`config.mk`:
```
export PLATFORM = sky130hd
export DESIGN_NAME = tcu_capture
export DESIGN_NICKNAME = d
export VERILOG_FILES = /design/src/logic/tcu_pkg.sv /design/src/logic/tcu_capture.sv
export SDC_FILE = /design/constraint.sdc
export NUM_CORES = 1
export LEC_CHECK = 0
export ABC_AREA = 1
export BUFFER_PORTS_ARGS = -buffer_cell sky130_fd_sc_hd__buf_2
export CAP_MARGIN = 25
export CORE_ASPECT_RATIO = 1.75
export CORE_MARGIN = 1.5
export CORE_UTILIZATION = 30
export CTS_CLUSTER_SIZE = 14
export DETAILED_ROUTE_END_ITERATION = 12
export GPL_TIMING_DRIVEN = 0
export PLACE_DENSITY = 0.49
export REMOVE_ABC_BUFFERS = 1
export SETUP_SLACK_MARGIN = 0.2
export SYNTH_ARGS = -nofsm -noshare
export SYNTH_HDL_FRONTEND = slang
export SYNTH_SLANG_ARGS = --single-unit
```
`constraint.sdc`:
```
create_clock -name pclk -period 1.44 [get_ports pclk]
set_input_delay 0 -clock pclk [delete_from_list [all_inputs] [get_ports pclk]]
set_output_delay 0 -clock pclk [all_outputs]
set_load 0.05 [all_outputs]
```
`src/logic/tcu_pkg.sv`:
```
// Package of register map, field layouts and constants for the timer capture unit.
package tcu_pkg;

	localparam int unsigned TCU_CLK_HZ = 25_000_000;

	// Register byte offsets on the APB bus.
	localparam logic [7:0] TCU_OFF_CONTROL = 8'h00;
	localparam logic [7:0] TCU_OFF_SOURCE = 8'h04;
	localparam logic [7:0] TCU_OFF_HOLD = 8'h08;
	localparam logic [7:0] TCU_OFF_TIMER = 8'h0c;
	localparam logic [7:0] TCU_OFF_STATUS = 8'h10;
	localparam logic [7:0] TCU_OFF_MASK = 8'h14;

	// Control register fields.
	localparam int TCU_CTL_MODE_LSB = 0;
	localparam int TCU_CTL_EN_BIT = 7;
	localparam int TCU_CTL_TCLK_LSB = 8;
	localparam int TCU_CTL_TSYNC_BIT = 10;
	localparam int TCU_CTL_TON_BIT = 11;
	localparam logic [11:0] TCU_CTL_RESET = 12'h000;

	// Status register bits.
	localparam int TCU_ST_CAP_BIT = 0;
	localparam int TCU_ST_OVR_BIT = 1;
	localparam int TCU_ST_WIDTH = 2;

	// Capture mode field encodings.
	localparam logic [3:0] TCU_MODE_OFF = 4'h0;
	localparam logic [3:0] TCU_MODE_EVERY_EDGE = 4'h3;
	localparam logic [3:0] TCU_MODE_FALL = 4'h4;
	localparam logic [3:0] TCU_MODE_RISE = 4'h5;
	localparam logic [3:0] TCU_MODE_RISE4 = 4'h6;
	localparam logic [3:0] TCU_MODE_RISE16 = 4'h7;

	// Timer clock source encodings.
	localparam logic [1:0] TCU_TCLK_INSTR = 2'h0;
	localparam logic [1:0] TCU_TCLK_SYS = 2'h1;
	localparam logic [1:0] TCU_TCLK_EXT = 2'h2;

	localparam logic [3:0] TCU_PRESCALE_4 = 4'h3;
	localparam logic [3:0] TCU_PRESCALE_16 = 4'hf;
	localparam logic [1:0] TCU_INSTR_DIV_LAST = 2'h3;

	typedef struct packed {
		logic ton;
		logic tsync;
		logic [1:0] tclk;
		logic en;
		logic [2:0] spare;
		logic [3:0] mode;
	} tcu_ctrl_t;

	typedef struct packed {
		logic [7:0] high;
		logic [7:0] low;
	} tcu_word_t;

endpackage

```
`src/logic/tcu_capture.sv`:
```
// Capture unit: timer, source select, edge detection, holding pair and interrupt.
module tcu_capture
	import tcu_pkg::*;
#(
	parameter int SRC_COUNT = 8
) (
	// Clock and reset.
	input wire logic pclk,
	input wire logic presetn,
	// APB slave.
	input wire logic psel,
	input wire logic penable,
	input wire logic pwrite,
	input wire logic [7:0] paddr,
	input wire logic [31:0] pwdata,
	input wire logic [3:0] pstrb,
	output logic [31:0] prdata,
	output logic pready,
	output logic pslverr,
	// Capture sources and timer external clock.
	input wire logic capture_input_pin,
	input wire logic [SRC_COUNT-2:0] internal_event,
	input wire logic timer_ext_clk,
	// Interrupt.
	output logic irq
);

	// A count that is not a power of two would let the select index past the source vector.
	if (SRC_COUNT < 2 || SRC_COUNT > 8 || (SRC_COUNT & (SRC_COUNT - 1)) != 0) begin : g_bad_count
		$error("SRC_COUNT must be 2, 4 or 8 for a three-bit select");
	end

	////////////////////////////////////////////////////////////////////////////
	// Registers.

	tcu_ctrl_t capture_control_reg, next_capture_control_reg;
	logic [2:0] capture_source_config_reg, next_capture_source_config_reg;
	tcu_word_t capture_hold, next_capture_hold;
	tcu_word_t timer_count, next_timer_count;
	logic [TCU_ST_WIDTH-1:0] peripheral_irq_flag_reg, next_peripheral_irq_flag_reg;
	logic [TCU_ST_WIDTH-1:0] irq_mask, next_irq_mask;
	logic unreliable, next_unreliable;

	logic [SRC_COUNT-1:0] src_vec;
	logic sync1, sync2, prev_lvl;
	logic [1:0] instr_div, next_instr_div;
	logic ext1, ext2, ext_prev;
	logic [3:0] prescale, next_prescale;
	logic [3:0] mode_prev;
	logic en_prev;
	logic rise, fall, capture_event, timer_tick, trig_ok;

	logic wr_en, rd_en;
	assign wr_en = psel && penable && pwrite;
	assign rd_en = psel && penable && !pwrite;
	assign pready = 1'b1;

	function automatic logic addr_known(input logic [7:0] a);
		return a == TCU_OFF_CONTROL || a == TCU_OFF_SOURCE || a == TCU_OFF_HOLD ||
			a == TCU_OFF_TIMER || a == TCU_OFF_STATUS || a == TCU_OFF_MASK;
	endfunction

	function automatic logic [31:0] merge(input logic [31:0] old, input logic [31:0] wd,
			input logic [3:0] st);
		logic [31:0] r;
		r = old;
		for (int i = 0; i < 4; i++) begin
			if (st[i]) begin
				r[i*8 +: 8] = wd[i*8 +: 8];
			end
		end
		return r;
	endfunction

	assign pslverr = psel && penable && !addr_known(paddr);

	////////////////////////////////////////////////////////////////////////////
	// Source selection and edge detection.

	// the pin level is sampled as it stands, so a port write that toggles it counts.
	assign src_vec = {internal_event, capture_input_pin};

	always_ff @(posedge pclk or negedge presetn) begin
		if (!presetn) begin
			sync1 <= 1'b0;
			sync2 <= 1'b0;
			prev_lvl <= 1'b0;
			ext1 <= 1'b0;
			ext2 <= 1'b0;
			ext_prev <= 1'b0;
			mode_prev <= TCU_MODE_OFF;
			en_prev <= 1'b0;
		end else begin
			sync1 <= src_vec[capture_source_config_reg[$clog2(SRC_COUNT)-1:0]];
			sync2 <= sync1;
			prev_lvl <= sync2;
			ext1 <= timer_ext_clk;
			ext2 <= ext1;
			ext_prev <= ext2;
			mode_prev <= capture_control_reg.mode;
			en_prev <= capture_control_reg.en;
		end
	end

	assign rise = sync2 && !prev_lvl;
	assign fall = !sync2 && prev_lvl;

	// The system clock source cannot be aligned with the trigger, so it is refused.
	assign trig_ok = capture_control_reg.en &&
		capture_control_reg.tclk != TCU_TCLK_SYS;

	always_comb begin
		next_prescale = prescale;
		capture_event = 1'b0;
		if (!capture_control_reg.en || capture_control_reg.mode != mode_prev ||
				!en_prev) begin
			next_prescale = '0;
		end else if (trig_ok) begin
			case (capture_control_reg.mode)
				TCU_MODE_FALL: capture_event = fall;
				TCU_MODE_RISE: capture_event = rise;
				TCU_MODE_EVERY_EDGE: capture_event = rise || fall;
				TCU_MODE_RISE4, TCU_MODE_RISE16: begin
					if (rise) begin
						if (prescale == ((capture_control_reg.mode == TCU_MODE_RISE4) ?
								TCU_PRESCALE_4 : TCU_PRESCALE_16)) begin
							next_prescale = '0;
							capture_event = 1'b1;
						end else begin
							next_prescale = prescale + 4'h1;
						end
					end
				end
				default: capture_event = 1'b0;
			endcase
		end
	end

	////////////////////////////////////////////////////////////////////////////
	// Base timer: instruction clock is a quarter of the system clock.

	always_comb begin
		next_instr_div = instr_div + 2'h1;
		timer_tick = 1'b0;
		if (capture_control_reg.ton) begin
			case (capture_control_reg.tclk)
				TCU_TCLK_INSTR: timer_tick = instr_div == TCU_INSTR_DIV_LAST;
				TCU_TCLK_SYS: timer_tick = 1'b1;
				TCU_TCLK_EXT: timer_tick = ext2 && !ext_prev;
				default: timer_tick = 1'b0;
			endcase
		end
	end

	////////////////////////////////////////////////////////////////////////////
	// Register next values.

	always_comb begin
		logic [31:0] m;
		m = '0;
		next_capture_control_reg = capture_control_reg;
		next_capture_source_config_reg = capture_source_config_reg;
		next_irq_mask = irq_mask;
		next_peripheral_irq_flag_reg = peripheral_irq_flag_reg;
		next_capture_hold = capture_hold;
		next_timer_count = timer_count;
		next_unreliable = unreliable;
		if (timer_tick) begin
			next_timer_count = timer_count + 16'h0001;
		end
		if (wr_en) begin
			case (paddr)
				TCU_OFF_CONTROL: begin
					m = merge({20'h0_0000, capture_control_reg}, pwdata, pstrb);
					next_capture_control_reg = m[11:0];
					next_capture_control_reg.spare = '0;
				end
				TCU_OFF_SOURCE: begin
					m = merge({29'h0, capture_source_config_reg}, pwdata, pstrb);
					next_capture_source_config_reg = m[2:0];
				end
				TCU_OFF_TIMER: begin
					m = merge({16'h0000, timer_count}, pwdata, pstrb);
					next_timer_count = m[15:0];
				end
				TCU_OFF_STATUS: begin
					if (pstrb[0]) begin
						next_peripheral_irq_flag_reg = peripheral_irq_flag_reg &
							~pwdata[TCU_ST_WIDTH-1:0];
					end
				end
				TCU_OFF_MASK: begin
					if (pstrb[0]) begin
						next_irq_mask = pwdata[TCU_ST_WIDTH-1:0];
					end
				end
				default: m = '0;
			endcase
		end
		if (capture_event) begin
			next_capture_hold = timer_count;
			next_peripheral_irq_flag_reg[TCU_ST_CAP_BIT] = 1'b1;
			// Async counter mode: timer read is not coherent with capture.
			next_unreliable = capture_control_reg.tclk == TCU_TCLK_EXT &&
				!capture_control_reg.tsync;
			if (peripheral_irq_flag_reg[TCU_ST_CAP_BIT]) begin
				next_peripheral_irq_flag_reg[TCU_ST_OVR_BIT] = 1'b1;
			end
		end
	end

	always_ff @(posedge pclk or negedge presetn) begin
		if (!presetn) begin
			capture_control_reg <= TCU_CTL_RESET;
			capture_source_config_reg <= 3'h0;
			irq_mask <= '0;
			peripheral_irq_flag_reg <= '0;
			capture_hold <= 16'h0000;
			timer_count <= 16'h0000;
			unreliable <= 1'b0;
			prescale <= 4'h0;
			instr_div <= 2'h0;
		end else begin
			capture_control_reg <= next_capture_control_reg;
			capture_source_config_reg <= next_capture_source_config_reg;
			irq_mask <= next_irq_mask;
			peripheral_irq_flag_reg <= next_peripheral_irq_flag_reg;
			capture_hold <= next_capture_hold;
			timer_count <= next_timer_count;
			unreliable <= next_unreliable;
			prescale <= next_prescale;
			instr_div <= next_instr_div;
		end
	end

	assign irq = |(peripheral_irq_flag_reg & irq_mask);

	always_comb begin
		prdata = '0;
		if (rd_en) begin
			case (paddr)
				TCU_OFF_CONTROL: prdata = {20'h0_0000, capture_control_reg};
				TCU_OFF_SOURCE: prdata = {29'h0, capture_source_config_reg};
				TCU_OFF_HOLD: prdata = {15'h0, unreliable, capture_hold};
				TCU_OFF_TIMER: prdata = {16'h0000, timer_count};
				TCU_OFF_STATUS: prdata = {30'h0, peripheral_irq_flag_reg};
				TCU_OFF_MASK: prdata = {30'h0, irq_mask};
				default: prdata = '0;
			endcase
		end
	end
endmodule

```
## Word-level counts from Yosys, hierarchy flattened

Cells that the tools add are included.

- Register bits: 66
- Logic and storage cells: 117

- Add/subtract/negate cells: 3
- Order comparisons: 1
- Equal/unequal tests: 18
- Multiplexer cells: 27
- Bitwise logic cells: 3
- Reduce and logical (&&, ||, !) cells: 41

Operator list:

| operator | count |
|---|---|
| case mux 17 bit (6 select lines) | 1 |
| two-way mux 16 bit | 3 |
| two-way mux 4 bit | 6 |
| AND reduction 3 bit | 6 |
| two-way mux 17 bit | 1 |
| adder 16 x 1 -> 16 bit, second input constant | 1 |
| == test 4 x 3 -> 1 bit, second input constant | 4 |
| == test 8 x 4 -> 1 bit, second input constant | 2 |
| == test 8 x 5 -> 1 bit, second input constant | 2 |
| two-way mux 8 bit | 2 |
| nonzero test 2 bit | 6 |
| logical AND 1 bit | 9 |
| == test 8 x 3 -> 1 bit, second input constant | 1 |
| logical NOT 1 bit | 8 |
| logical NOT 8 bit | 1 |
| logical OR 1 bit | 8 |
| two-way mux 2 bit | 4 |
| two-way mux 1 bit | 7 |
| != test 3 bit, second input constant | 2 |
| adder 4 x 1 -> 4 bit, second input constant | 1 |
| bitwise AND 2 bit | 2 |
| == test 2 bit, second input constant | 2 |
| == test 4 x 2 -> 1 bit, second input constant | 1 |
| == test 4 bit | 1 |
| 11 further kinds | 12 |

## Longest topological paths before layout

- Depth in word-level cells: 10
- Mapped depth: 12

## Least setup slack after synthesis

Ideal clock, no wire load.

- Kind: input-to-output
- Start point: in paddr[5]
- End point: out prdata[1]
- Arrival: 1.934 ns
- Slack: -0.494 ns
- Cell stages on the path: 9
- Path buffers: 1
- Cell sequence: nor2_1 nand2_1 nor2_2 buf_4 and2_1 nand2_1 o21ai_0 inv_1 a21boi_0

- Cells in the longest elaborated chain, start to end: 3
- Elaborated cells between the ends (all ways): 8
- Classes of those cells: eq/ne (5); mux (2); reduce/logical (1)

RTL lines:

| element | RTL line | source |
|---|---|---|
| start: declaration | tcu_capture.sv:14 | `input wire logic [7:0] paddr,` |
| == test 8 x 5 -> 1 bit (tied with other cells) | tcu_capture.sv:241 | `case (paddr)` |
| case mux 17 bit (6 select lines) * | tcu_capture.sv:241 |  |
| two-way mux 17 bit * | tcu_capture.sv:240 | `if (rd_en) begin` |
| end: declaration | tcu_capture.sv:17 | `output logic [31:0] prdata,` |

Every way passes the cells marked *; elsewhere a longest branch is shown, timed or not.

## Worst setup path in the final report

- Start point: reg capture_control_reg[3] (netlist name)
- End point: reg capture_hold[6] (netlist name)

- Cells in the longest elaborated chain, start to end: 8
- Elaborated cells between the ends (all ways): 16
- Classes of those cells: eq/ne (7); mux (6); reduce/logical (3)

RTL lines:

| element | RTL line | source |
|---|---|---|
| start: declaration | tcu_capture.sv:36 | `tcu_ctrl_t capture_control_reg, next_capture_control_reg;` |
| start signal: assignment | tcu_capture.sv:224 | `capture_control_reg <= next_capture_control_reg;` |
| == test 4 x 3 -> 1 bit | tcu_capture.sv:119, tcu_capture.sv:125 |  |
| two-way mux 4 bit | tcu_capture.sv:125 | `if (prescale == ((capture_control_reg.mode == TCU_MODE_RISE4) ?` |
| == test 4 bit | tcu_capture.sv:125 |  |
| two-way mux 1 bit | tcu_capture.sv:125 |  |
| two-way mux 1 bit | tcu_capture.sv:124 | `if (rise) begin` |
| case mux 1 bit (4 select lines) | tcu_capture.sv:119 | `case (capture_control_reg.mode)` |
| two-way mux 1 bit | tcu_capture.sv:118 | `end else if (trig_ok) begin` |
| two-way mux 1 bit * | tcu_capture.sv:115 | `if (!capture_control_reg.en \|\| capture_control_reg.mode != mode_prev \|\|` |
| end signal: assignment | tcu_capture.sv:228 | `capture_hold <= next_capture_hold;` |
| end: declaration | tcu_capture.sv:38 | `tcu_word_t capture_hold, next_capture_hold;` |

Marked as above.
A chain may end at the register's enable or synchronous reset.

==> impl_metrics.json <==
{
  "result_of_the_run": "complete, but fails checks",
  "failing_checks": "setup timing",
  "power_report.internal_total_mw": 3.42,
  "r2r.worst_path.cells": 9,
  "power.net_switching_mw": 1.26,
  "synth_top_cells_by_count": "nand2_1, nand3_1, dfrtp_1, inv_1, nor2_1",
  "post_synth.cell_area_avg_sq_um": 7.23,
  "reg2reg_slack_ns": -0.15,
  "max_slew_margin_pct": 61.1,
  "unrepaired_setup_endpoints_after_global_routing": "true",
  "finalHoldWorstSlack_ns": 0.0356,
  "worst-endpoint-required_ns": 1.66,
  "post-route-util_pct": 47.9,
  "placement.io_buffers": 58,
  "dieWidth_um": 93.4,
  "gp_congestion": 0.833,
  "pwr_density_cell_nw_per_um2": 703,
  "clock_sink_count": 66,
  "clock_latency_ns": 0.33,
  "arrival_ns": 1.82,
  "timing.hold.worst.start": "pwdata[2]",
  "dp_hpwl_um": 9040,
  "remaining_drc_errors": 0,
  "largest_net_degree_at_the_start_of_global_routing": 58,
  "final_nets": 809,
  "share_seq_of_total_power_pct": 41.6,
  "tightestPinTransition_ns": 0.584,
  "avgRoutedWirePerCell_um": 16.4,
  "worst_r2r_startpoint": "capture_control_reg[3]$_DFFE_PN0P_",
  "yosys_most_used_dff": "dfrtp_1",
  "ys_async_sr_fraction_pct": 100,
  "via_per_inst": 4.99,
  "htreeDepth": 3,
  "timing.fmax_mhz": 627,
  "wirelength_um": 15200,
  "clock_tree_from_tritoncts": "done",
  "route.vias.total": 4627,
  "top_level_ports": 93,
  "syn-instance-count": 594,
  "dieArea_sq_um": 15100,
  "grt_pass1_wl_um": 22900,
  "antenna_found_initial": 0,
  "slew_violations": 0,
  "ys_ff_latch": 66,
  "synthesis.area_sq_um": 4290,
  "std_cell_rows": 57,
  "setup_violations": 36,
  "floorplan.initialDensity_pct": 30.9,
  "grt_usage_pct": 19.6,
  "globalRoute.totalOverflow": 0,
  "tritoncts.num_buffers": 9,
  "netlist.top_cell.by_area": "dfrtp_1",
  "first_pass_iters": 5,
  "worstSetupEndpointType": "register",
  "synth_top_cells_by_area": "dfrtp_1, nand2_1, nand3_1, inv_1, o21ai_0",
  "yosys_warnings": 0,
  "worst_clock_skew_ns": 0.00469,
  "power.static_leakage_nw": 3.14,
  "startpoint": "capture_control_reg[3]$_DFFE_PN0P_",
  "synth_seq_area_share_pct": 38.5,
  "worst_slack_ns": -0.154,
  "power.switching_fraction_pct": 27.0,
  "area.growth.synth_to_final_pct": 55.1,
  "number_of_synthesized_flops_with_an_enable_pin": 0,
  "maxCapViolations": 0,
  "layout_worst_path_cycle_share_pct": 111,
  "n_antenna_cell": 0,
  "path_class": "reg2reg",
  "yosys.cell_count.top_type": "nand2_1",
  "rr_endpoint": "capture_hold[6]$_DFFE_PN0P_",
  "worstPathMaxFanout": 5,
  "worstHoldPathCells": 3,
  "post_route_cells_drive_above_1_share_pct": 43.5,
  "library_cell_used_as_clock_root_buffer": "clkbuf_16",
  "synth_top_cell_area_share_pct": 38.5,
  "critPathLaunchType": "register",
  "pwr-share-clk_pct": 45.9,
  "cts.path.max_buffers": 2,
  "fin_crit_period_ns": 1.59,
  "ant_nets": 0,
  "hold_path_end": "capture_control_reg[2]$_DFFE_PN0P_",
  "chip_height_um": 161,
  "ys_types": 41,
  "detailedPlace.worstSlack_ns": -1.39,
  "clk_transition_reported_paths_ns": 0.06,
  "irDropWorstVdd_mv": 0.561,
  "drt_iter0_markers": 323,
  "hold_path.class": "in2reg",
  "core_region_area_sq_um": 13900,
  "share_comb_of_total_power_pct": 12.4,
  "hold_viol": 0,
  "vias_in_the_first_global_route": 4485
}
==> repair_timing <==
| item | in CTS | in global routing |
|---|---|---|
| setup buffers | 50 | 24 |
| setup endpoints to repair | 69 | 64 |
| pin swaps | 58 | 57 |
| endpoints found under the hold margin | 85 | 0 |
| gates cloned | 6 | 5 |
| gates resized for setup | 173 | 90 |
| hold buffers | 17 | 0 |
==> worst max-delay path by stage <==
stage	end	slack [ns]	cells after the start
final	capture_hold[6]$_DFFE_PN0P_	-0.15	9
after global routing	capture_hold[6]$_DFFE_PN0P_	-0.27	10
after CTS	capture_hold[5]$_DFFE_PN0P_	-0.12	10
after detailed placement	timer_count[10]$_DFFE_PN0P_	-1.39	10
after global placement	timer_count[10]$_DFFE_PN0P_	-1.38	10
after floorplan	prdata[1]	-0.90	9
==> power by group through the flow <==
stage / Sequential (mW) / Clock, mW / Combinational (mW)
2_1_floorplan: 1.96 / 0 / 0.233
3_3_place_gp: 1.97 / 0 / 0.383
3_5_place_dp: 1.97 / 0 / 0.399
4_1_cts: 1.94 / 2.19 / 0.532
5_1_grt: 1.95 / 2.27 / 0.634
6_report: 1.95 / 2.15 / 0.582
==> per-stage QoR <==
stage | cells | power [mW] | instance area (sq um) | setup TNS (ns)
2_1_floorplan | 573 | 2.19 | 4070 | -10.29
3_3_place_gp | 808 | 2.36 | 4580 | -53.25
3_5_place_dp | 810 | 2.37 | 4620 | -49.42
4_1_cts | 899 | 4.66 | 6050 | -3.08
5_1_grt | 928 | 4.85 | 6660 | -7.35
6_report | 928 | 4.68 | 6660 | -3.82
==> cells in the final DEF (no fill, tap or decap), drive strengths merged <==
| cell | netlist | layout |
|---|---|---|
| a21boi | 1 | 1 |
| a21oi | 17 | 17 |
| a22o | 1 | 1 |
| and2 | 1 | 1 |
| buf | 31 | 137 |
| clkbuf | 3 | 13 |
| clkinv | 1 | 4 |
| clkinvlp | 0 | 3 |
| conb | 2 | 16 |
| dfrtp | 66 | 66 |
| dlygate4sd3 | 0 | 17 |
| ha | 5 | 5 |
| inv | 62 | 61 |
| nand2 | 204 | 208 |
| nand3 | 74 | 74 |
| nand4 | 10 | 10 |
| nor2 | 52 | 54 |
| nor3 | 3 | 3 |
| nor3b | 1 | 1 |
| o211ai | 5 | 5 |
| o21ai | 38 | 38 |
| o21bai | 1 | 1 |
| o221ai | 4 | 4 |
| o32ai | 2 | 2 |
| or2 | 1 | 1 |
| xnor2 | 3 | 3 |
| xor2 | 5 | 5 |
==> metal layers <==
metal | wire length (um) | part of all wire, % | track usage (%)
met1 | 5530 | 36 | 21.5
met2 | 8210 | 54 | 35.8
met3 | 581 | 3.8 | 2.64
met4 | 895 | 5.9 | 9.85
met5 | 0 | 0 | 0
==> cells by family (layout without fill, tap and decap cells) <==
family / Yosys count / in the layout / share of synthesized area (%)
buf+inv: 98 / 235 / 12.0
xor+xnor: 8 / 8 / 1.63
other cells: 2 / 16 / 0.175
flops: 66 / 66 / 38.5
fa+ha+maj: 5 / 5 / 1.46
compound gates: 69 / 69 / 9.06
simple gates: 346 / 352 / 37.2
==> cell type report <==
type | instances | area [sq um]
well taps | 177 | 221
inverters | 63 | 273
clock inverters | 4 | 25.0
multi-input cells | 450 | 2780
clock buffers | 12 | 267
fillers | 1355 | 7250
repair buffers | 155 | 1400
flip-flops and latches | 66 | 1670
repair inverters | 1 | 16.3
==> critical path, cell delays in order, from the launching register on <==
cell and delay (ns):
dfrtp_1 0.39, inv_4 0.06, buf_4 0.15, or2_4 0.27
nand4_4 0.13, nor2_8 0.05, buf_12 0.15, clkbuf_16 0.16
nand3_1 0.08, nand2_1 0.05
(Power assumes the default switching activity.)
